### config.mk
export PLATFORM = sky130hd
export DESIGN_NAME = gpio_wake_smi_event_logic
export DESIGN_NICKNAME = d
export VERILOG_FILES = /design/src/gpio_wake_pkg.sv /design/src/gpio_wake_smi_event_logic.sv /design/src/pin_driver.sv /design/src/pin_sync_edge.sv
export SDC_FILE = /design/constraint.sdc
export NUM_CORES = 1
export LEC_CHECK = 0
export BUFFER_PORTS_ARGS = -buffer_cell sky130_fd_sc_hd__buf_2
export CAP_MARGIN = 10
export CORE_MARGIN = 2
export CORE_UTILIZATION = 45
export CTS_CLUSTER_SIZE = 30
export DETAILED_ROUTE_END_ITERATION = 8
export GPL_TIMING_DRIVEN = 0
export PLACE_DENSITY_LB_ADDON = 0.05
export SYNTH_ARGS = -nofsm -noshare
export SYNTH_HDL_FRONTEND = slang
export SYNTH_SLANG_ARGS = --single-unit
### constraint.sdc
create_clock -name clock_i -period 2.12 [get_ports clock_i]
set_input_delay 0.212 -clock clock_i [delete_from_list [all_inputs] [get_ports clock_i]]
set_output_delay 0.212 -clock clock_i [all_outputs]
set_load 0.01 [all_outputs]
### src/gpio_wake_pkg.sv
package gpio_wake_pkg;

  // ******************************
  // Register indices
  // ******************************
  localparam logic [4:0] IDX_GLOBAL_WAKE_STATUS = 5'h00;
  localparam logic [4:0] IDX_GLOBAL_WAKE_ENABLE = 5'h01;
  localparam logic [4:0] IDX_WAKE_STATUS_A      = 5'h02;
  localparam logic [4:0] IDX_WAKE_STATUS_B      = 5'h03;
  localparam logic [4:0] IDX_WAKE_ENABLE_A      = 5'h05;
  localparam logic [4:0] IDX_WAKE_ENABLE_B      = 5'h06;
  localparam logic [4:0] IDX_MGMT_STATUS_A      = 5'h08;
  localparam logic [4:0] IDX_MGMT_STATUS_B      = 5'h09;
  localparam logic [4:0] IDX_MGMT_ENABLE_A      = 5'h0a;
  localparam logic [4:0] IDX_MGMT_ENABLE_B      = 5'h0b;
  localparam logic [4:0] IDX_DATA_P1            = 5'h0c;
  localparam logic [4:0] IDX_DATA_P2            = 5'h0d;
  localparam logic [4:0] IDX_DATA_P4            = 5'h0f;
  localparam logic [4:0] IDX_DIR_P1             = 5'h10;
  localparam logic [4:0] IDX_DIR_P2             = 5'h11;
  localparam logic [4:0] IDX_DIR_P4             = 5'h12;
  localparam logic [4:0] IDX_POLARITY_ONE       = 5'h13;
  localparam logic [4:0] IDX_POLARITY_TWO       = 5'h14;
  localparam logic [4:0] IDX_POLARITY_P4        = 5'h15;
  localparam logic [4:0] IDX_OUTPUT_TYPE        = 5'h16;

  // ******************************
  // Field positions
  // ******************************
  localparam int BIT_SHARED_PIN     = 2;
  localparam int BIT_P2_PIN         = 3;
  localparam int BIT_RING           = 0;
  localparam int BIT_PARALLEL       = 0;
  localparam int BIT_SERIAL         = 1;
  localparam int BIT_SERIRQ_ROUTE   = 6;
  localparam int BIT_PIN_ROUTE      = 7;
  localparam int BIT_WAKE_POLARITY  = 5;
  localparam int BIT_WAKE_PUSH_PULL = 7;
  localparam int P1_WIDTH           = 5;
  localparam int P4_WIDTH           = 8;

  // ******************************
  // Reset values
  // ******************************
  localparam logic [7:0] RST_ZERO      = 8'h00;
  localparam logic [7:0] RST_DIR_INPUT = 8'hff;

endpackage

### src/gpio_wake_smi_event_logic.sv
`timescale 1ns/1ns
module gpio_wake_smi_event_logic
  import gpio_wake_pkg::*;
(
  // Clock and reset
  input  wire logic                clock_i,
  input  wire logic                rst_i,
  // Avalon-MM slave
  input  wire logic [6:0]          address_i,
  input  wire logic                read_i,
  input  wire logic                write_i,
  input  wire logic [7:0]          writedata_i,
  output logic      [7:0]          readdata_o,
  output logic                     waitrequest_o,
  // Port one pins
  input  wire logic [P1_WIDTH-1:0] p1_pin_i,
  output logic      [P1_WIDTH-1:0] p1_pin_o,
  output logic      [P1_WIDTH-1:0] p1_pin_oe_o,
  // Port two pin
  input  wire logic                wake_pin_p2_3_i,
  output logic                     wake_pin_p2_3_o,
  output logic                     wake_pin_p2_3_oe_o,
  // Port four pins
  input  wire logic [P4_WIDTH-1:0] plain_port4_pins_i,
  output logic      [P4_WIDTH-1:0] plain_port4_pins_o,
  output logic      [P4_WIDTH-1:0] plain_port4_pins_oe_o,
  // Wake sources and peripheral management sources
  input  wire logic                ring_indicator_in_n_i,
  input  wire logic                parallel_irq_i,
  input  wire logic                serial_irq_i,
  // Wake output pin and serial interrupt slot
  output logic                     wake_out_pin_o,
  output logic                     wake_out_pin_oe_o,
  output logic                     serirq_irq2_o
);

  // ******************************
  // Registers
  // ******************************
  logic                global_wake_status;
  logic                global_wake_enable;
  logic [P1_WIDTH-1:0] wake_status_a;
  logic [7:0]          wake_status_b;
  logic [P1_WIDTH-1:0] wake_enable_a;
  logic [7:0]          wake_enable_b;
  logic [P1_WIDTH-1:0] mgmt_status_a;
  logic                mgmt_status_p2;
  logic [P1_WIDTH-1:0] mgmt_enable_a;
  logic [7:0]          mgmt_enable_b;
  logic [P1_WIDTH-1:0] out_p1;
  logic                out_p2;
  logic [P4_WIDTH-1:0] out_p4;
  logic [P1_WIDTH-1:0] dir_p1;
  logic                dir_p2;
  logic [P4_WIDTH-1:0] dir_p4;
  logic [7:0]          polarity_reg_one;
  logic [7:0]          polarity_reg_two;
  logic [P4_WIDTH-1:0] polarity_p4;
  logic [7:0]          output_type_reg;

  logic                next_global_wake_status;
  logic                next_global_wake_enable;
  logic [P1_WIDTH-1:0] next_wake_status_a;
  logic [7:0]          next_wake_status_b;
  logic [P1_WIDTH-1:0] next_wake_enable_a;
  logic [7:0]          next_wake_enable_b;
  logic [P1_WIDTH-1:0] next_mgmt_status_a;
  logic                next_mgmt_status_p2;
  logic [P1_WIDTH-1:0] next_mgmt_enable_a;
  logic [7:0]          next_mgmt_enable_b;
  logic [P1_WIDTH-1:0] next_out_p1;
  logic                next_out_p2;
  logic [P4_WIDTH-1:0] next_out_p4;
  logic [P1_WIDTH-1:0] next_dir_p1;
  logic                next_dir_p2;
  logic [P4_WIDTH-1:0] next_dir_p4;
  logic [7:0]          next_polarity_reg_one;
  logic [7:0]          next_polarity_reg_two;
  logic [P4_WIDTH-1:0] next_polarity_p4;
  logic [7:0]          next_output_type_reg;

  // Bus handshake
  logic                next_waitrequest;
  logic [7:0]          next_readdata;
  logic                request;
  logic                commit;
  logic                wr;
  logic [4:0]          index;

  // Synchronised pins and edges
  logic [P1_WIDTH-1:0] p1_level;
  logic [P1_WIDTH-1:0] p1_edge;
  logic                p2_level;
  logic                p2_edge;
  logic [P4_WIDTH-1:0] p4_level;
  logic                ring_level;
  logic                ring_edge;

  // Event combination
  logic                wake_pending;
  logic                wake_active;
  logic                grouped_mgmt_irq;
  logic                mgmt_pin_active;
  logic                shared_routed;
  logic [P1_WIDTH-1:0] p1_value;
  logic [P1_WIDTH-1:0] p1_drive;
  logic [P1_WIDTH-1:0] p1_push_pull;
  logic                wake_value;

  // ******************************
  // Pin synchronisers
  // ******************************
  pin_sync_edge #(.WIDTH(P1_WIDTH)) sync_p1 (
    .clock_i  (clock_i),
    .rst_i    (rst_i),
    .pin_i    (p1_pin_i),
    .invert_i (polarity_reg_one[P1_WIDTH-1:0]),
    .level_o  (p1_level),
    .edge_o   (p1_edge)
  );

  pin_sync_edge #(.WIDTH(1)) sync_p2 (
    .clock_i  (clock_i),
    .rst_i    (rst_i),
    .pin_i    (wake_pin_p2_3_i),
    .invert_i (polarity_reg_two[BIT_P2_PIN]),
    .level_o  (p2_level),
    .edge_o   (p2_edge)
  );

  // Port four: level only, no event logic
  pin_sync_edge #(.WIDTH(P4_WIDTH)) sync_p4 (
    .clock_i  (clock_i),
    .rst_i    (rst_i),
    .pin_i    (plain_port4_pins_i),
    .invert_i (polarity_p4),
    .level_o  (p4_level),
    .edge_o   ()
  );

  // Ring indicator is active low: falling transition
  pin_sync_edge #(.WIDTH(1)) sync_ring (
    .clock_i  (clock_i),
    .rst_i    (rst_i),
    .pin_i    (ring_indicator_in_n_i),
    .invert_i (1'b1),
    .level_o  (ring_level),
    .edge_o   (ring_edge)
  );

  // ******************************
  // Bus decode and register update
  // ******************************
  always_comb
  begin
    request    = read_i | write_i;
    commit     = request & ~waitrequest_o;
    wr         = write_i & commit;
    index      = address_i[6:2];

    next_waitrequest = ~(request & waitrequest_o);

    next_global_wake_enable = global_wake_enable;
    next_wake_enable_a      = wake_enable_a;
    next_wake_enable_b      = wake_enable_b;
    next_mgmt_enable_a      = mgmt_enable_a;
    next_mgmt_enable_b      = mgmt_enable_b;
    next_out_p1             = out_p1;
    next_out_p2             = out_p2;
    next_out_p4             = out_p4;
    next_dir_p1             = dir_p1;
    next_dir_p2             = dir_p2;
    next_dir_p4             = dir_p4;
    next_polarity_reg_one   = polarity_reg_one;
    next_polarity_reg_two   = polarity_reg_two;
    next_polarity_p4        = polarity_p4;
    next_output_type_reg    = output_type_reg;

    // Sticky status: set wins over write-one clear
    next_wake_status_a  = wake_status_a | p1_edge;
    next_wake_status_b  = wake_status_b;
    next_wake_status_b[BIT_P2_PIN] = wake_status_b[BIT_P2_PIN] | p2_edge;
    next_wake_status_b[BIT_RING]   = wake_status_b[BIT_RING] | ring_edge;
    next_mgmt_status_a  = mgmt_status_a | p1_edge;
    next_mgmt_status_p2 = mgmt_status_p2 | p2_edge;

    if (wr)
    begin
      unique case (index)
        IDX_WAKE_STATUS_A:
          next_wake_status_a = wake_status_a & ~writedata_i[P1_WIDTH-1:0] | p1_edge;
        IDX_WAKE_STATUS_B:
        begin
          next_wake_status_b[BIT_P2_PIN] =
            wake_status_b[BIT_P2_PIN] & ~writedata_i[BIT_P2_PIN] | p2_edge;
          next_wake_status_b[BIT_RING] =
            wake_status_b[BIT_RING] & ~writedata_i[BIT_RING] | ring_edge;
        end
        IDX_MGMT_STATUS_A:
          next_mgmt_status_a = mgmt_status_a & ~writedata_i[P1_WIDTH-1:0] | p1_edge;
        IDX_MGMT_STATUS_B:
          next_mgmt_status_p2 = mgmt_status_p2 & ~writedata_i[BIT_P2_PIN] | p2_edge;
        IDX_GLOBAL_WAKE_ENABLE: next_global_wake_enable = writedata_i[0];
        IDX_WAKE_ENABLE_A:      next_wake_enable_a = writedata_i[P1_WIDTH-1:0];
        IDX_WAKE_ENABLE_B:      next_wake_enable_b = writedata_i;
        IDX_MGMT_ENABLE_A:      next_mgmt_enable_a = writedata_i[P1_WIDTH-1:0];
        IDX_MGMT_ENABLE_B:      next_mgmt_enable_b = writedata_i;
        IDX_DATA_P1:
          next_out_p1 = (writedata_i[P1_WIDTH-1:0] & ~dir_p1) | (out_p1 & dir_p1);
        IDX_DATA_P2:
          next_out_p2 = dir_p2 ? out_p2 : writedata_i[BIT_P2_PIN];
        IDX_DATA_P4:
          next_out_p4 = (writedata_i & ~dir_p4) | (out_p4 & dir_p4);
        IDX_DIR_P1:             next_dir_p1 = writedata_i[P1_WIDTH-1:0];
        IDX_DIR_P2:             next_dir_p2 = writedata_i[BIT_P2_PIN];
        IDX_DIR_P4:             next_dir_p4 = writedata_i;
        IDX_POLARITY_ONE:       next_polarity_reg_one = writedata_i;
        IDX_POLARITY_TWO:       next_polarity_reg_two = writedata_i;
        IDX_POLARITY_P4:        next_polarity_p4 = writedata_i;
        IDX_OUTPUT_TYPE:        next_output_type_reg = writedata_i;
        default:                ;
      endcase
    end

    // Global status: set while pending, held until a write of one clears it with nothing pending
    wake_pending = |(next_wake_status_a & wake_enable_a)
                 | (next_wake_status_b[BIT_P2_PIN] & wake_enable_b[BIT_P2_PIN])
                 | (next_wake_status_b[BIT_RING] & wake_enable_b[BIT_RING]);
    next_global_wake_status = wake_pending
      | (global_wake_status & ~(wr & index == IDX_GLOBAL_WAKE_STATUS & writedata_i[0]));
  end

  always_ff @(posedge clock_i)
  begin
    if (rst_i)
    begin
      waitrequest_o      <= 1'b1;
      global_wake_status <= 1'b0;
      global_wake_enable <= 1'b0;
      wake_status_a      <= RST_ZERO[P1_WIDTH-1:0];
      wake_status_b      <= RST_ZERO;
      wake_enable_a      <= RST_ZERO[P1_WIDTH-1:0];
      wake_enable_b      <= RST_ZERO;
      mgmt_status_a      <= RST_ZERO[P1_WIDTH-1:0];
      mgmt_status_p2     <= 1'b0;
      mgmt_enable_a      <= RST_ZERO[P1_WIDTH-1:0];
      mgmt_enable_b      <= RST_ZERO;
      out_p1             <= RST_ZERO[P1_WIDTH-1:0];
      out_p2             <= 1'b0;
      out_p4             <= RST_ZERO;
      dir_p1             <= RST_DIR_INPUT[P1_WIDTH-1:0];
      dir_p2             <= 1'b1;
      dir_p4             <= RST_DIR_INPUT;
      polarity_reg_one   <= RST_ZERO;
      polarity_reg_two   <= RST_ZERO;
      polarity_p4        <= RST_ZERO;
      output_type_reg    <= RST_ZERO;
    end
    else
    begin
      waitrequest_o      <= next_waitrequest;
      global_wake_status <= next_global_wake_status;
      global_wake_enable <= next_global_wake_enable;
      wake_status_a      <= next_wake_status_a;
      wake_status_b      <= next_wake_status_b;
      wake_enable_a      <= next_wake_enable_a;
      wake_enable_b      <= next_wake_enable_b;
      mgmt_status_a      <= next_mgmt_status_a;
      mgmt_status_p2     <= next_mgmt_status_p2;
      mgmt_enable_a      <= next_mgmt_enable_a;
      mgmt_enable_b      <= next_mgmt_enable_b;
      out_p1             <= next_out_p1;
      out_p2             <= next_out_p2;
      out_p4             <= next_out_p4;
      dir_p1             <= next_dir_p1;
      dir_p2             <= next_dir_p2;
      dir_p4             <= next_dir_p4;
      polarity_reg_one   <= next_polarity_reg_one;
      polarity_reg_two   <= next_polarity_reg_two;
      polarity_p4        <= next_polarity_p4;
      output_type_reg    <= next_output_type_reg;
    end
  end

  // ******************************
  // Read data
  // ******************************
  always_comb
  begin
    next_readdata = readdata_o;
    if (read_i & waitrequest_o)
    begin
      next_readdata = 8'h00;
      unique case (index)
        IDX_GLOBAL_WAKE_STATUS: next_readdata[0] = global_wake_status;
        IDX_GLOBAL_WAKE_ENABLE: next_readdata[0] = global_wake_enable;
        IDX_WAKE_STATUS_A:      next_readdata[P1_WIDTH-1:0] = wake_status_a;
        IDX_WAKE_STATUS_B:      next_readdata = wake_status_b;
        IDX_WAKE_ENABLE_A:      next_readdata[P1_WIDTH-1:0] = wake_enable_a;
        IDX_WAKE_ENABLE_B:      next_readdata = wake_enable_b;
        IDX_MGMT_STATUS_A:      next_readdata[P1_WIDTH-1:0] = mgmt_status_a;
        IDX_MGMT_STATUS_B:
        begin
          next_readdata[BIT_PARALLEL] = parallel_irq_i;
          next_readdata[BIT_SERIAL]   = serial_irq_i;
          next_readdata[BIT_P2_PIN]   = mgmt_status_p2;
        end
        IDX_MGMT_ENABLE_A:      next_readdata[P1_WIDTH-1:0] = mgmt_enable_a;
        IDX_MGMT_ENABLE_B:      next_readdata = mgmt_enable_b;
        IDX_DATA_P1:
          next_readdata[P1_WIDTH-1:0] =
            (dir_p1 & (p1_level ^ polarity_reg_one[P1_WIDTH-1:0])) | (~dir_p1 & out_p1);
        IDX_DATA_P2:
          next_readdata[BIT_P2_PIN] =
            dir_p2 ? p2_level ^ polarity_reg_two[BIT_P2_PIN] : out_p2;
        IDX_DATA_P4:
          next_readdata = (dir_p4 & (p4_level ^ polarity_p4)) | (~dir_p4 & out_p4);
        IDX_DIR_P1:             next_readdata[P1_WIDTH-1:0] = dir_p1;
        IDX_DIR_P2:             next_readdata[BIT_P2_PIN] = dir_p2;
        IDX_DIR_P4:             next_readdata = dir_p4;
        IDX_POLARITY_ONE:       next_readdata = polarity_reg_one;
        IDX_POLARITY_TWO:       next_readdata = polarity_reg_two;
        IDX_POLARITY_P4:        next_readdata = polarity_p4;
        IDX_OUTPUT_TYPE:        next_readdata = output_type_reg;
        default:                next_readdata = 8'h00;
      endcase
    end
  end

  always_ff @(posedge clock_i)
  begin
    if (rst_i)
      readdata_o <= 8'h00;
    else
      readdata_o <= next_readdata;
  end

  // ******************************
  // Event outputs
  // ******************************
  always_comb
  begin
    wake_active      = global_wake_status & global_wake_enable;
    grouped_mgmt_irq = |(mgmt_status_a & mgmt_enable_a)
                     | (mgmt_status_p2 & mgmt_enable_b[BIT_P2_PIN])
                     | (parallel_irq_i & mgmt_enable_b[BIT_PARALLEL])
                     | (serial_irq_i & mgmt_enable_b[BIT_SERIAL]);
    shared_routed    = mgmt_enable_b[BIT_PIN_ROUTE];
    mgmt_pin_active  = grouped_mgmt_irq;
    // Active low unless polarity bit set
    wake_value       = polarity_reg_two[BIT_WAKE_POLARITY] ? wake_active : ~wake_active;

    p1_value     = out_p1 ^ polarity_reg_one[P1_WIDTH-1:0];
    p1_drive     = ~dir_p1;
    p1_push_pull = {output_type_reg[P1_WIDTH-1:BIT_SHARED_PIN], 2'b11};
    if (shared_routed)
    begin
      p1_value[BIT_SHARED_PIN] = polarity_reg_one[BIT_SHARED_PIN] ? mgmt_pin_active
                                                                  : ~mgmt_pin_active;
      p1_drive[BIT_SHARED_PIN] = 1'b1;
    end
  end

  always_ff @(posedge clock_i)
  begin
    if (rst_i)
      serirq_irq2_o <= 1'b0;
    else
      serirq_irq2_o <= grouped_mgmt_irq & mgmt_enable_b[BIT_SERIRQ_ROUTE];
  end

  // ******************************
  // Pin drivers
  // ******************************
  pin_driver #(.WIDTH(P1_WIDTH)) drive_p1 (
    .clock_i     (clock_i),
    .rst_i       (rst_i),
    .value_i     (p1_value),
    .drive_i     (p1_drive),
    .push_pull_i (p1_push_pull),
    .out_o       (p1_pin_o),
    .oe_o        (p1_pin_oe_o)
  );

  pin_driver #(.WIDTH(1)) drive_p2 (
    .clock_i     (clock_i),
    .rst_i       (rst_i),
    .value_i     (out_p2 ^ polarity_reg_two[BIT_P2_PIN]),
    .drive_i     (~dir_p2),
    .push_pull_i (1'b1),
    .out_o       (wake_pin_p2_3_o),
    .oe_o        (wake_pin_p2_3_oe_o)
  );

  pin_driver #(.WIDTH(P4_WIDTH)) drive_p4 (
    .clock_i     (clock_i),
    .rst_i       (rst_i),
    .value_i     (out_p4 ^ polarity_p4),
    .drive_i     (~dir_p4),
    .push_pull_i (8'hff),
    .out_o       (plain_port4_pins_o),
    .oe_o        (plain_port4_pins_oe_o)
  );

  pin_driver #(.WIDTH(1)) drive_wake (
    .clock_i     (clock_i),
    .rst_i       (rst_i),
    .value_i     (wake_value),
    .drive_i     (1'b1),
    .push_pull_i (output_type_reg[BIT_WAKE_PUSH_PULL]),
    .out_o       (wake_out_pin_o),
    .oe_o        (wake_out_pin_oe_o)
  );

endmodule // gpio_wake_smi_event_logic

### src/pin_driver.sv
`timescale 1ns/1ns
module pin_driver
  import gpio_wake_pkg::*;
#(
  parameter int WIDTH = 1
)(
  // Clock and reset
  input  wire logic             clock_i,
  input  wire logic             rst_i,
  // Requested level and driver mode
  input  wire logic [WIDTH-1:0] value_i,
  input  wire logic [WIDTH-1:0] drive_i,
  input  wire logic [WIDTH-1:0] push_pull_i,
  // Pin output and enable
  output logic      [WIDTH-1:0] out_o,
  output logic      [WIDTH-1:0] oe_o
);

  logic [WIDTH-1:0] next_out;
  logic [WIDTH-1:0] next_oe;

  // Open-drain only drives the low level
  always_comb
  begin
    next_out = value_i;
    next_oe  = drive_i & (push_pull_i | ~value_i);
  end

  always_ff @(posedge clock_i)
  begin
    if (rst_i)
    begin
      out_o <= '0;
      oe_o  <= '0;
    end
    else
    begin
      out_o <= next_out;
      oe_o  <= next_oe;
    end
  end

endmodule // pin_driver

### src/pin_sync_edge.sv
`timescale 1ns/1ns
module pin_sync_edge
  import gpio_wake_pkg::*;
#(
  parameter int WIDTH = 1
)(
  // Clock and reset
  input  wire logic             clock_i,
  input  wire logic             rst_i,
  // Pins and edge selection
  input  wire logic [WIDTH-1:0] pin_i,
  input  wire logic [WIDTH-1:0] invert_i,
  // Synchronised level and selected edge
  output logic      [WIDTH-1:0] level_o,
  output logic      [WIDTH-1:0] edge_o
);

  logic [WIDTH-1:0] stage_one;
  logic [WIDTH-1:0] stage_two;
  logic [WIDTH-1:0] prev;
  logic [WIDTH-1:0] next_prev;

  always_comb
  begin
    next_prev = stage_two;
    level_o   = stage_two;
    edge_o    = (stage_two ^ invert_i) & ~(prev ^ invert_i);
  end

  always_ff @(posedge clock_i)
  begin
    if (rst_i)
    begin
      stage_one <= '0;
      stage_two <= '0;
      prev      <= '0;
    end
    else
    begin
      stage_one <= pin_i;
      stage_two <= stage_one;
      prev      <= next_prev;
    end
  end

endmodule // pin_sync_edge

After elaboration in Yosys (flattened, before gate mapping):

Index checks and enable logic that the tools add are counted.

* logic and storage cells: 180
* flip-flop bits (word level): 178
* output and inout port bits: 40

* equality and inequality tests: 19
* bitwise operators: 80
* reductions and logical operators: 18
* multiplexer cells: 21

Operators with widths (count)
* $and A5 B5 Y5: 10
* $pmux W1 S18: 2
* $eq A5 B4 Y1 const B: 7
* $eq A5 B5 Y1 const B: 7
* $or A5 B5 Y5: 7
* $and A8 B8 Y8: 4
* $pmux W1 S14: 2
* $reduce_and A2 Y1: 14
* $pmux W3 S8: 1
* $mux W5: 4
* $not A5 Y5: 4
* $and A1 B1 Y1: 19
* $or A8 B8 Y8: 2
* $xor A8 B8 Y8: 2
* $pmux W1 S15: 1
* $xor A5 B5 Y5: 3
* $or A1 B1 Y1: 14
* $mux W1: 11
* $not A1 Y1: 11
* $eq A5 B2 Y1 const B: 2
* $eq A5 B3 Y1 const B: 2
* $reduce_or A5 Y1: 2
* $not A8 Y8: 1
* $eq A5 B1 Y1 const B: 1
* 3 further kinds: 5

Logic depth before layout (Yosys ltp):

Gate-level depths: netlist of the first run.

* depth in word-level cells: 11
* gate-level depth with buffers: 8
* depth with buffers taken out: 5

Modules after synthesis:

From an unflattened synthesis of the first run, not the netlist that was laid out.

* cells, all modules: 950
* area total of the unflattened synthesis: 8420.6 µm²

By module, submodules not included
* gpio_wake_smi_event_logic: instances 1, cells each 735, area an instance 5855.6 µm²
* pin_sync_edge at sync_p4: instances 1, cells each 74, area an instance 825.8 µm²
* pin_driver at drive_p4: instances 1, cells each 41, area an instance 538.0 µm²
* pin_sync_edge at sync_p1: instances 1, cells each 46, area an instance 516.7 µm²
* pin_driver at drive_p1: instances 1, cells each 26, area an instance 336.6 µm²
* pin_sync_edge at sync_p2 ...: instances 2, cells each 9, area an instance 101.3 µm²
* pin_driver at drive_p2 ...: instances 2, cells each 5, area an instance 72.6 µm²

Worst setup path before layout of the first run:

No wires, ideal clock.

* path type: reg-to-reg
* start point: reg waitrequest_o
* end point: reg readdata_o[1]
* period minus slack after synthesis: 1588 ps
* path buffers: 0
* arrival time: 1458 ps
* cell stages (with the launch flop): 6
* setup slack: 532 ps
* library setup time: 130 ps
* required time: 1990 ps
* path through: dfxtp_1 -> nand2_1 -> a22o_1 -> a2111oi_0 -> and4_1 -> a211oi_2

* word-level cells in the longest chain between the ends: 1

RTL lines
* from (decl): line gpio_wake_smi_event_logic.sv:14 `output logic waitrequest_o,`
* from (signal assigned): line gpio_wake_smi_event_logic.sv:261 `waitrequest_o <= next_waitrequest;`
* $and A1 B1 Y1: line gpio_wake_smi_event_logic.sv:291 `if (read_i & waitrequest_o)`
* to (signal assigned): line gpio_wake_smi_event_logic.sv:335 `readdata_o <= next_readdata;`
* to (decl): line gpio_wake_smi_event_logic.sv:13 `output logic [7:0] readdata_o,`

No other way between the ends.
A chain may end at the register's enable or synchronous reset.

Final worst setup path of the first run:

* start point: reg polarity_p4[4]
* end point: reg readdata_o[4]

* word-level cells in the longest chain between the ends: 4

RTL lines
* from (decl): line gpio_wake_smi_event_logic.sv:58 `logic [P4_WIDTH-1:0] polarity_p4;`
* from (signal assigned): line gpio_wake_smi_event_logic.sv:280 `polarity_p4 <= next_polarity_p4;`
* $xor A8 B8 Y8: line gpio_wake_smi_event_logic.sv:317 `next_readdata = (dir_p4 & (p4_level ^ polarity_p4)) | (~dir_p4 & out_p4);`
* $and A8 B8 Y8: line gpio_wake_smi_event_logic.sv:317
* $or A8 B8 Y8: line gpio_wake_smi_event_logic.sv:317
* $pmux W1 S14 (*): line gpio_wake_smi_event_logic.sv:294 `unique case (index)`

Every way passes the cells marked *; elsewhere a longest branch is shown, timed or not.

==> reports/results.txt, run 1 <==
The flow ran to the end, and the final reports show no timing, DRC or antenna violations. Count of endpoints failing hold in the final timing report: 0. The logs give 76 for the I/O pin count and 7740 um^2 for the area of the mapped netlist.

On the worst path, the slowest cell contributes a delay of 0.81 ns. Synthesis instantiated 65 different standard cells from the library. For the number of placed instances with taps included, the log shows 1156. The number of port buffers works out to 66. For the worst setup path, the data required time is 2.46 ns. The tools report the buffer cell driving the clock tree root as clkbuf_16. For this run, the register share of the synthesized area comes to 46.0%. The tools report the CTS buffer count as 17.

Overall via count from detail_route: 6992. STA classifies the critical path startpoint as a flop. At the end of routability-driven placement, the weighted congestion stood at 0.965. After clock tree synthesis, the clock-pin slew on the worst setup and hold paths is 0.07 ns.

The deepest level of the CTS H-tree is 4, and the via count of the first global-routing pass is 6524. The number of nets in the synthesized netlist is 906, and the static leakage is 3.56 nW. The run gives 717 as the initial detailed-routing violation count. The worst-case IR drop observed on VDD is 0.000580 V. Along the worst path, the maximum fanout reaches 4. The logs give 870 for the synthesized netlist cell count and 18300 um^2 for the full die area. Dividing total power by cell area gives a power density of 797 nW/um^2. The die is 135 um tall. The per-cell via count in the routed design is 5.81.

TritonCTS built the clock tree. Yosys printed 0 warnings. The final max-slew violation count came out at 0. For the finished layout, the period the worst path requires is 2.02 ns. The area fraction of the dominant cell type after synthesis works out to 46.0%. The critical path arrival is 2.36 ns, and the horizontal die dimension is 135 um. The largest individual stage delay along the critical path comes from the cell a2111oi_0. For the relative max-transition margin, the log shows 30.2%. Of the cells placed in the final design, the portion with a size suffix greater than 1 is 15.4%. For the final cell count without fillers, the log shows 1203.

In the post-synthesis netlist, the biggest area contributors are dfxtp_1, mux2i_1, nor2_1. The slew at the pin closest to its max-slew limit was 1.02 ns; the overall track demand over capacity in global routing was 30.8%. The period utilization is 95.5%, and the placed wire-length estimate is 19400 um. The clock drives 178 sinks.

The layout-stage area growth over the synthesis result works out to 18.2%. The run gives 40900 um as the first-pass GRT wire length. The path class of the tightest hold or removal check is in2reg.

The number of iterations in the first detailed-routing pass was 5. The post-detailed-routing wire length was 27400 um. The largest total area in the synthesized netlist belongs to dfxtp_1.

In the routed design, unresolved DRC markers number 0. The clock passes through at most 2 buffers. The antenna cell count is 0, and the core footprint is 16700 um^2. Counting flops with a built-in enable in the synthesized netlist gives 0.

Walking the worst path, the cells encountered are xnor2_1 -> a2111oi_0 -> a2111oi_0 -> a311oi_1. The starting density of the core came out at 46.3%. Timing would allow up to 494 MHz.

For the number of antenna violations at the first check in global routing, the log shows 0. The wire length per cell after detailed routing is 22.8 um. The critical setup path kind is reg2reg.

Entering global routing, the biggest net connects 18 pins. Most used flip-flop cell after synthesis: dfxtp_1. The run gives 0.00772 ns as the clock tree skew after final layout. Summed over all layers, the global routing overflow is 0. Setup repair after global routing left no endpoint under its margin. The number of flip-flops and latches in the synthesized netlist came out at 178.

The per-instance average area after synthesis was 8.90 um^2. The share of synthesized registers carrying an async set or reset was 0%; the insertion delay of the later-clocked pin in the worst-skew pair was 0.44 ns. For the number of setup violations in the final report, the log shows 0. The logs give 47 for the floorplan row count and 0 ns for the setup TNS. The max-cap violation count was 0. The logs give 0 for the final antenna-violating net count and 1006 for the final layout net count. The most numerous cell type found on the critical path is a2111oi_0. The endpoint type of the worst setup path is a flop.
-- synthesized netlist by cell type (5+ instances only) --
cell type,n
a2111oi_0,14
o211ai_1,5
nor2_1,112
buf_2,24
nor3_1,10
nor2b_1,44
a221oi_1,6
a32oi_1,5
xnor2_1,28
nand2_1,95
inv_1,6
a31oi_1,6
nand2b_1,6
nand3_1,48
a21oi_1,49
and2_1,9
mux2i_1,59
buf_1,7
clkbuf_1,27
nor3b_1,5
o21ai_0,10
a22oi_1,8
a311oi_1,5
and3_1,21
dfxtp_1,178
a32o_1,5
buf_4,8
and3b_1,7
-- what timing repair did --
item,4_1_cts,5_1_grt
hold endpoints to repair,15,0
gates resized for setup,2,5
setup buffers,0,0
hold buffers,16,0
setup endpoints to repair,43,23
-- critical path: cells and delay by family (launching register included) --
family / cells / cell delay [ns]
xor gates and xnor gates: 1 / 0.12
AOI/OAI and AO/OA: 3 / 1.30
DFF: 1 / 0.50
-- per-layer routing --
layer | routed length (um) | GRT usage (%) | vias up
met4 | 1030 | 12.8 | 0
met2 | 12000 | 46.2 | 343
li1 | - | - | 3227
met1 | 12100 | 43.1 | 3360
met3 | 2280 | 6.66 | 62
met5 | 0 | 0 | -
-- kinds of logic after synthesis --
kind of cell / synth area share, %
XOR/XNOR: 3.28
AND/OR/NAND/NOR: 26.0
buffers and inverters: 4.56
flip-flops: 46.0
multiplexers: 7.92
AO/OA/AOI/OAI: 12.2
-- power breakdown --
group	switching, W	internal (W)	leakage (nW)
Clock	0.00148	0.00185	0.303
Combinational	0.000352	0.000171	1.81
Sequential	0.0000401	0.00340	1.44
Total	0.00187	0.00541	3.56
-- path summary, 6_finish.rpt --
| kind | from | to | slack (ns) | depth (start not counted) |
|---|---|---|---|---|
| min | plain_port4_pins_i[6] | sync_p4.stage_one[6] | 0.004 | 2 |
| min reg2reg | sync_p1.stage_one[2] | sync_p1.level_o[2] | 0.44 | 1 |
| max | polarity_p4[4] | readdata_o[4] | 0.1 | 4 |
| max reg2reg | polarity_p4[4] | readdata_o[4] | 0.1 | 4 |
-- layout make-up --
cell class / count / area (um^2)
Buffer: 67 / 327
Clock inverter: 13 / 166
Timing Repair Buffer: 82 / 490
Tap cell: 220 / 275
Inverter: 6 / 22.5
Sequential cell: 178 / 3560
Fill cell: 1579 / 7560
Multi-Input combinational cell: 618 / 3850
Clock buffer: 19 / 453
-- metrics by stage --
step	util, %	cell area [um^2]	setup slack (ns)	hold slack, ns	power, W
detailed placement	50.0	8350	-0.260	0.423	0.00399
finish	54.8	9150	0.0957	0.00413	0.00728
global route	54.8	9150	0.0000655	0.0389	0.00749
floorplan	-	7740	0.532	0.328	0.00378
CTS	54.7	9130	-0.0213	0.00488	0.00729
global placement	50.0	8350	-0.218	0.419	0.00399
-- cell usage in the layout (no fill, tap or decap), types with 3 or more instances in the layout --
master	synthesis	routed
nand2_1	95	93
a32o_1	5	5
inv_1	6	6
and3_1	21	21
nand3_1	48	47
a31oi_1	6	6
and4_1	4	4
nor3_1	10	10
inv_6	0	3
nor2_1	112	112
clkbuf_16	0	17
a2111oi_0	14	13
mux2i_1	59	59
nor2b_1	44	43
xnor2_1	28	28
buf_2	24	90
a221oi_1	6	6
clkbuf_1	27	26
o21ai_0	10	10
nor4bb_1	3	3
nand4_1	4	4
buf_4	8	8
buf_1	7	7
nor3b_1	5	5
a22oi_1	8	8
and3b_1	7	7
nand4b_1	4	4
dfxtp_1	178	178
a21o_1	3	3
a22o_1	4	4
a311oi_1	5	5
a21oi_1	49	49
a32oi_1	5	5
nand2b_1	6	6
and2_1	9	9
inv_8	0	3
o211ai_1	5	5
dlygate4sd3_1	0	16
No activity file was read; power rests on OpenSTA's default activity.
==> run 2: changes to the inputs <==
==> constraint.sdc (replaced) <==
create_clock -name clock_i -period 1.8 [get_ports clock_i]
set_input_delay 0.18 -clock clock_i [delete_from_list [all_inputs] [get_ports clock_i]]
set_output_delay 0.18 -clock clock_i [all_outputs]
set_load 0.01 [all_outputs]
==> reports/results.txt, run 2 (synthesis results as in run 1) <==
The overall track demand over capacity in global routing came out at 30.9% (+0.11 points). The depth of the worst hold-timing path works out to 3 (+1). The clock tree skew after final layout is 0.00930 ns (+0.00158 ns). STA classifies the critical path endpoint as a flop. The number of antenna violations at the first check in global routing was 0 (unchanged); the relative max-transition margin was 41.2% (+11 points). The static leakage was 3.58 nW (+0.57%).

The count of endpoints failing hold in the final timing report is 0 (unchanged), and the number of clock sinks is 178 (unchanged). The final layout net count came out at 1007 (+0.099%). Compared with the post-synthesis result, the final layout area differs by 19.3%.

The I/O pin count was 76 (unchanged); the post-place setup slack was -0.560 ns (-0.300 ns). The power density of the placed cells was 931 nW/um^2 (+17%). The height of the die came out at 135 um (unchanged).

The first-pass GRT wire length was 41100 um (+0.34%). The run gives 0 (unchanged) as the final global-route overflow total. The tools report the worst min-delay path endpoint as wake_enable_a[2]. The initial detailed-routing violation count is 625 (-13%), and the placed wire-length estimate is 19400 um (unchanged). The worst reg-to-reg path cell count came out at 4 (unchanged).

In the layout the commonest cells are dfxtp_1, nor2_1, nand2_1. The fraction of layout cells with a size suffix above 1 is 16.7% (+1.3 points). The logs give 8350 um^2 (unchanged) for the instance area at placement and 2 (unchanged) for the maximum buffer depth of the clock tree.

The run gives 3900 um^2 (+1.4%) as the total area of multi-input combinational cells. The via count of the first global-routing pass came out at 6538 (+0.21%). The maximum number of pins on one net before global-route repair came out at 18 (unchanged). The CTS buffer count is 17 (unchanged).

The required time of the critical path was 2.10 ns (-0.36 ns). The min-delay analysis places its worst path in the category in2reg. The run gives 18300 um^2 (unchanged) as the full die area. The run gives 47 (unchanged) as the floorplan row count. The peak supply drop was 0.000692 V (+19%); the routability congestion estimate was 0.965 (unchanged). By instance count, the cell type seen most on the critical path is buf_2.

The run gives 0 (unchanged) as the post-detailed-route DRC marker count. The final antenna-violating net count is 0 (unchanged), and the core footprint is 16700 um^2 (unchanged). The run gives 2.01 ns (-0.35 ns) as the critical path arrival. The tools report the insertion delay of the later-clocked pin in the worst-skew pair as 0.44 ns (about the same). Setup repair after global routing left no endpoint under its margin. The worst register-to-register path begins at polarity_p4[4]. After layout, the worst path uses 95.2% of the clock period. The max-cap violation count came out at 0 (unchanged). In this run the critical register-to-register path is captured at readdata_o[4]. The worst setup path is launched from an input pin. The number of port buffers is 66 (unchanged), and the register area is 3570 um^2 (+0.18%).

The critical path is of the in2reg type. The deepest level of the CTS H-tree was 4 (unchanged). The number of setup violations in the final report was 0 (unchanged). The maximum fanout along the worst path came out at 10 (+6).

The wire length per cell after detailed routing works out to 22.9 um (+0.35%). Static timing analysis puts the maximum clock frequency at 584 MHz. TritonCTS built the clock tree. The worst hold path begins at writedata_i[2].

The worst stage delay on the critical path came out at 0.52 ns (-0.29 ns). The largest individual stage delay along the critical path comes from the cell dlygate4sd3_1. Per-cell via count in the routed design: 5.85 (+0.73%). The design area was 9230 um^2 (+0.94%). The minimum clock period after layout was 1.71 ns. The signal on the critical path passes through dlygate4sd3_1 -> buf_2 -> nor2b_4 -> buf_4 -> buf_2 -> nand2_2 -> mux2i_1 -> nor2_1.

The starting density of the core is 46.3% (unchanged), and the final critical-path setup slack is 0.0869 ns (-0.00881 ns). Register-to-register path setup slack: 0.09 ns (about the same). The antenna cell count was 0 (unchanged). The overall via count from detail_route was 7049 (+0.82%); the horizontal die dimension was 135 um (unchanged).

The number of iterations in the first detailed-routing pass is 5 (unchanged). Final max-slew violation count: 0 (unchanged). The post-detailed-routing wire length came out at 27500 um (+0.43%).

Number of inserted filler cells in the final layout: 1567 (-0.76%). The slew at the pin closest to its max-slew limit was 0.882 ns (-0.139 ns). The CTS clock-pin slew for the worst setup and hold paths came out at 0.07 ns (about the same).

The most common cell after layout, fill and taps aside was dfxtp_1. The flow ran to the end, and the final reports show no timing, DRC or antenna violations. In this run the clock root is driven by a clkbuf_16.
[run 2: worst max-delay path by stage]
stage                        start                 end  slack, ns  cells after the start
floorplan            waitrequest_o       readdata_o[1]       0.21                      5
global placement      address_i[3]                flop      -0.51                      8
detailed placement   waitrequest_o                flop      -0.56                      6
CTS                 polarity_p4[3]       readdata_o[3]      0.006                      5
global route         waitrequest_o  global_wake_status       0.01                      6
finish                     write_i    wake_enable_b[0]       0.09                      8
[run 2: report_power, final]
group          total, W  switching [W]  internal [W]
logic          0.000629       0.000421      0.000208
clock network   0.00392        0.00175       0.00218
registers       0.00405      0.0000482       0.00400
[run 2: area by class of cell]
type	instances	share of cell area (%)
buffer	66	3.62
clock buffer	19	4.91
clock inverter	13	1.80
multi-input combinational	618	42.3
tap	220	2.98
sequential	178	38.7
timing repair buffer	84	5.50
inverter	6	0.244
[run 2: worst max-delay path, delay by kind of cell]
family | cells | cell delay [ns]
and+or+nand+nor | 3 | 0.49
buffers and inverters | 4 | 1.13
muxes | 1 | 0.21
[run 2: metal layers]
metal / vias up / share of wire, % / GRT usage, %
met4: 0 / 3.9 / 12.4
met3: 70 / 8.3 / 6.51
met5: - / 0 / 0
li1: 3238 / - / -
met1: 3394 / 44 / 43.1
met2: 347 / 44 / 46.9
[run 2: per-stage QoR]
stage | hold WS (ns) | TNS [ns] | power [W] | utilization (%) | cells
3_3_place_gp | 0.387 | -25.64 | 0.00470 | 50.0 | 1156
3_5_place_dp | 0.395 | -29.70 | 0.00470 | 50.0 | 1156
5_1_grt | 0.0795 | 0 | 0.00884 | 55.3 | 1204
6_report | 0.0647 | 0 | 0.00860 | 55.3 | 1204
2_1_floorplan | 0.296 | 0 | 0.00445 | - | 870
4_1_cts | 0.0552 | 0 | 0.00860 | 55.1 | 1206
[run 2: timing repair]
action                                  CTS  global route
endpoints found under the hold margin    16             0
buffers inserted                          1             0
endpoints found under the setup margin   94            14
hold buffers                             17             0
pin swaps                                 0             5
gates resized for setup                  17            15
==> run 3: changes to the inputs <==
--- a/config.mk
+++ b/config.mk
@@ -5,6 +5,7 @@
 export SDC_FILE = /design/constraint.sdc
 export NUM_CORES = 1
 export LEC_CHECK = 0
+export ABC_AREA = 1
 export BUFFER_PORTS_ARGS = -buffer_cell sky130_fd_sc_hd__buf_2
 export CAP_MARGIN = 10
 export CORE_MARGIN = 2
==> reports/results.txt, run 3 <==
The number of flip-flops and latches in the synthesized netlist is 178 (unchanged), and the floorplan row count is 46 (-2.1%). The maximum number of pins on one net before global-route repair was 17 (-1); the starting density of the core was 46.2% (-0.17 points). The logs give 0 (unchanged) for the number of antenna violations at the first check in global routing and 44.9% (-0.7 points) for the share of power burned in the clock network.

For the post-detailed-route DRC marker count, the log shows 0 (unchanged). The number of port buffers works out to 70 (+6.1%). TritonCTS built the clock tree. For the area of the mapped netlist, the log shows 7330 um^2 (-5.2%). Among all cell types in the netlist, the one instantiated most often is nand2_1. For the I/O pin count, the log shows 76 (unchanged). The slew at the pin closest to its max-slew limit works out to 0.813 ns (-0.0686 ns). The number of iterations in the first detailed-routing pass is 6 (+1), and the fraction of layout cells with a size suffix above 1 is 13.8% (-2.9 points). The antenna cell count came out at 0 (unchanged). The path class of the tightest hold or removal check is in2reg. The deepest level of the CTS H-tree was 4 (unchanged). For the overall via count from detail_route, the log shows 6938 (-1.6%).

The start point of the critical path was waitrequest_o. The cell-internal power was 0.00628 W (-1.5%). The tools report the share of power burned in combinational logic as 6.5% (-0.8 points).

The worst stage delay on the critical path is 0.42 ns (-0.10 ns). The top cell types in the final layout, fill and taps aside, are nand2_1, dfxtp_1, nor2_1. The power density of the placed cells is 948 nW/um^2 (+1.7%). Most used flip-flop cell after synthesis: dfxtp_1. For the max-cap violation count, the log shows 0 (unchanged).

The sequential share of the synthesized area is 48.6% (+2.5 points). The tools report the required time of the critical path as 2.17 ns (+0.07 ns). The number of nets in the synthesized netlist is 1047 (+16%). For the worst hold slack, the log shows 0.0900 ns (+0.0253 ns).

Summed over all instances, the cell type with the most area after synthesis is dfxtp_1. The clock tree skew after final layout was 0.00603 ns (-0.00327 ns); the buffer and inverter count on the worst path was 4 (unchanged). The relative max-transition margin is 45.8% (+4.6 points), and the full die area is 17300 um^2 (-5.1%). The maximum fanout along the worst path is 10 (unchanged), and the warning count from the yosys run is 0 (unchanged). The tools report the instance area at placement as 7960 um^2 (-4.7%). The utilization after layout is 55.2% (-0.060 points), and the first-pass GRT wire length is 37000 um (-9.9%). Ranked by instance count, the synthesized netlist is headed by nand2_1, dfxtp_1, nor2_1.

The final antenna-violating net count is 0 (unchanged). The area fraction of the dominant cell type after synthesis came out at 48.6% (+2.5 points). The worst hold path begins at writedata_i[6]. The depth of the worst hold-timing path was 3 (unchanged).

The logs give 1011 (+16%) for the synthesized netlist cell count and 6280 (-3.9%) for the via count of the first global-routing pass. The sequential fraction of design power is 48.7% (+1.6 points). The most numerous cell type found on the critical path is buf_4. The endpoint type of the worst setup path was a flop. The number of setup violations in the final report was 0 (unchanged). The run gives 2 (unchanged) as the maximum buffer depth of the clock tree.

Placed wire-length estimate: 17600 um (-9.3%). The worst reg-to-reg path cell count came out at 8 (+4). The run gives 8770 um^2 (-5.0%) as the design area. The period utilization works out to 97.0% (+1.8 points). The run gives 0.00203 W (-8.5%) as the net switching power. CTS clock-pin slew for the worst setup and hold paths: 0.06 ns (about the same). The static leakage came out at 3.82 nW (+6.7%). The final max-slew violation count is 0 (unchanged).

Broken down by cell family, the worst path's largest delay share belongs to buffers and inverters. The run finished with clean final reports. The height of the die was 132 um (-2.6%); the wire length per cell after detailed routing was 18.0 um (-21%). The logs give 573 MHz (-1.9%) for the highest clock frequency the design can meet and 33 (-49%) for the count of unique library cells instantiated by Yosys.

On the critical path, the stage with the largest delay is an instance of dfxtp_1. The run gives 2.12 ns (+0.11 ns) as the critical path arrival. By startpoint and endpoint, the worst setup path is classified as reg2reg. The logs give 0.000705 V (+1.9%) for the peak supply drop and 17 (unchanged) for the CTS buffer count. For the number of clock sinks, the log shows 178 (unchanged). The worst setup path is launched from a flop. The post-detailed-routing wire length is 24300 um (-12%), and the share of synthesized registers carrying an async set or reset is 0% (unchanged). The overall track demand over capacity in global routing is 28.7% (-2.3 points). The horizontal die dimension is 132 um (-2.6%). Most common cell after layout, fill and taps aside: nand2_1. The number of gates on the worst path with buffers counted works out to 8 (unchanged). The count of endpoints failing hold in the final timing report is 0 (unchanged), and the minimum clock period after layout is 1.75 ns (+0.0331 ns). The routability congestion estimate was 0.966 (about the same); the proportion of total power due to net switching was 24.4% (-1.4 points). The run gives 0 (unchanged) as the final global-route overflow total.

Compared with the post-synthesis result, the final layout area differs by 19.6%. The insertion delay of the later-clocked pin in the worst-skew pair was 0.44 ns (about the same); the per-cell via count in the routed design was 5.14 (-12%). The tools report the final layout net count as 1157 (+15%). For the core footprint, the log shows 15900 um^2 (-4.9%).

Worst flop-to-flop path startpoint: waitrequest_o. The initial detailed-routing violation count is 670 (+7.2%). The number of inserted filler cells in the final layout is 1653 (+5.5%). The count of flip-flops with a built-in enable after synthesis came out at 0 (unchanged). By area the synthesized netlist is led by dfxtp_1, nand2_1, nor2_1. The critical path goes through nor2_4 -> inv_2 -> buf_4 -> nor2_1 -> inv_1 -> buf_4 -> o21ai_0 -> a21oi_1.

Setup repair after global routing left no endpoint under its margin. The per-instance average area after synthesis was 7.25 um^2 (-18%). Buffer cell driving the clock tree root: clkbuf_16.
## run 3: per-layer routing
metal  GRT usage (%)  vias up  routed length [um]
li1                -     3481                   -
met1            39.4     3118               11100
met5               0        -                   0
met4            12.7        0                 928
met2            43.9      282               10500
met3            5.32       57                1710
## run 3: logic make-up after synthesis
family,after synthesis,synth area share [%]
XOR/XNOR,9,1.07
multiplexers,4,0.614
flip-flops,178,48.6
buffers and inverters,161,8.39
AO/OA/AOI/OAI,211,15.9
AND/OR/NAND/NOR,448,25.4
## run 3: metrics by stage
step	total power, W	setup TNS, ns	std cells	worst slack (ns)
floorplan	0.00440	0	1011	0.304
global route	0.00856	0	1350	0.00369
CTS	0.00834	0	1350	0.0479
global placement	0.00462	-7.71	1297	-0.331
detailed placement	0.00463	-10.01	1297	-0.339
finish	0.00831	0	1350	0.0539
## run 3: final timing paths
| path | endpoint | slack (ns) |
|---|---|---|
| worst max register to register | polarity_p4[6] | 0.05 |
| worst max-delay path | polarity_p4[6] | 0.05 |
| worst min register to register | sync_p4.level_o[0] | 0.40 |
| worst min-delay path | mgmt_enable_b[6] | 0.09 |
## run 3: power groups by stage
stage               Combinational (W)  Clock, W  Sequential (W)
floorplan                    0.000276         0         0.00413
global placement             0.000490         0         0.00413
detailed placement           0.000493         0         0.00413
CTS                          0.000528   0.00376         0.00404
global route                 0.000586   0.00393         0.00405
finish                       0.000538   0.00373         0.00405
## run 3: what timing repair did
action                                  4_1_cts  5_1_grt
hold buffers                                 17        0
buffers inserted                              4        0
endpoints found under the hold margin        16        0
pin swaps                                     2        0
resized for setup                             5        4
endpoints found under the setup margin       27       19
## run 3: area by class of cell
class / count / area, um^2 / area share [%]
buffer: 30 / 131 / 1.50
clock buffer: 20 / 457 / 5.21
clock inverter: 12 / 130 / 1.48
inverter: 131 / 492 / 5.61
multi-input combinational: 672 / 3180 / 36.2
sequential: 178 / 3560 / 40.6
tap: 216 / 270 / 3.08
timing repair buffer: 91 / 551 / 6.28
## run 3: worst register-to-register path, stage by stage (launching register included)
cell and delay, ns:
dfxtp_1 0.42, nor2_4 0.08, inv_2 0.15, buf_4 0.26, nor2_1 0.07, inv_1 0.21, buf_4 0.24, o21ai_0 0.09
a21oi_1 0.15
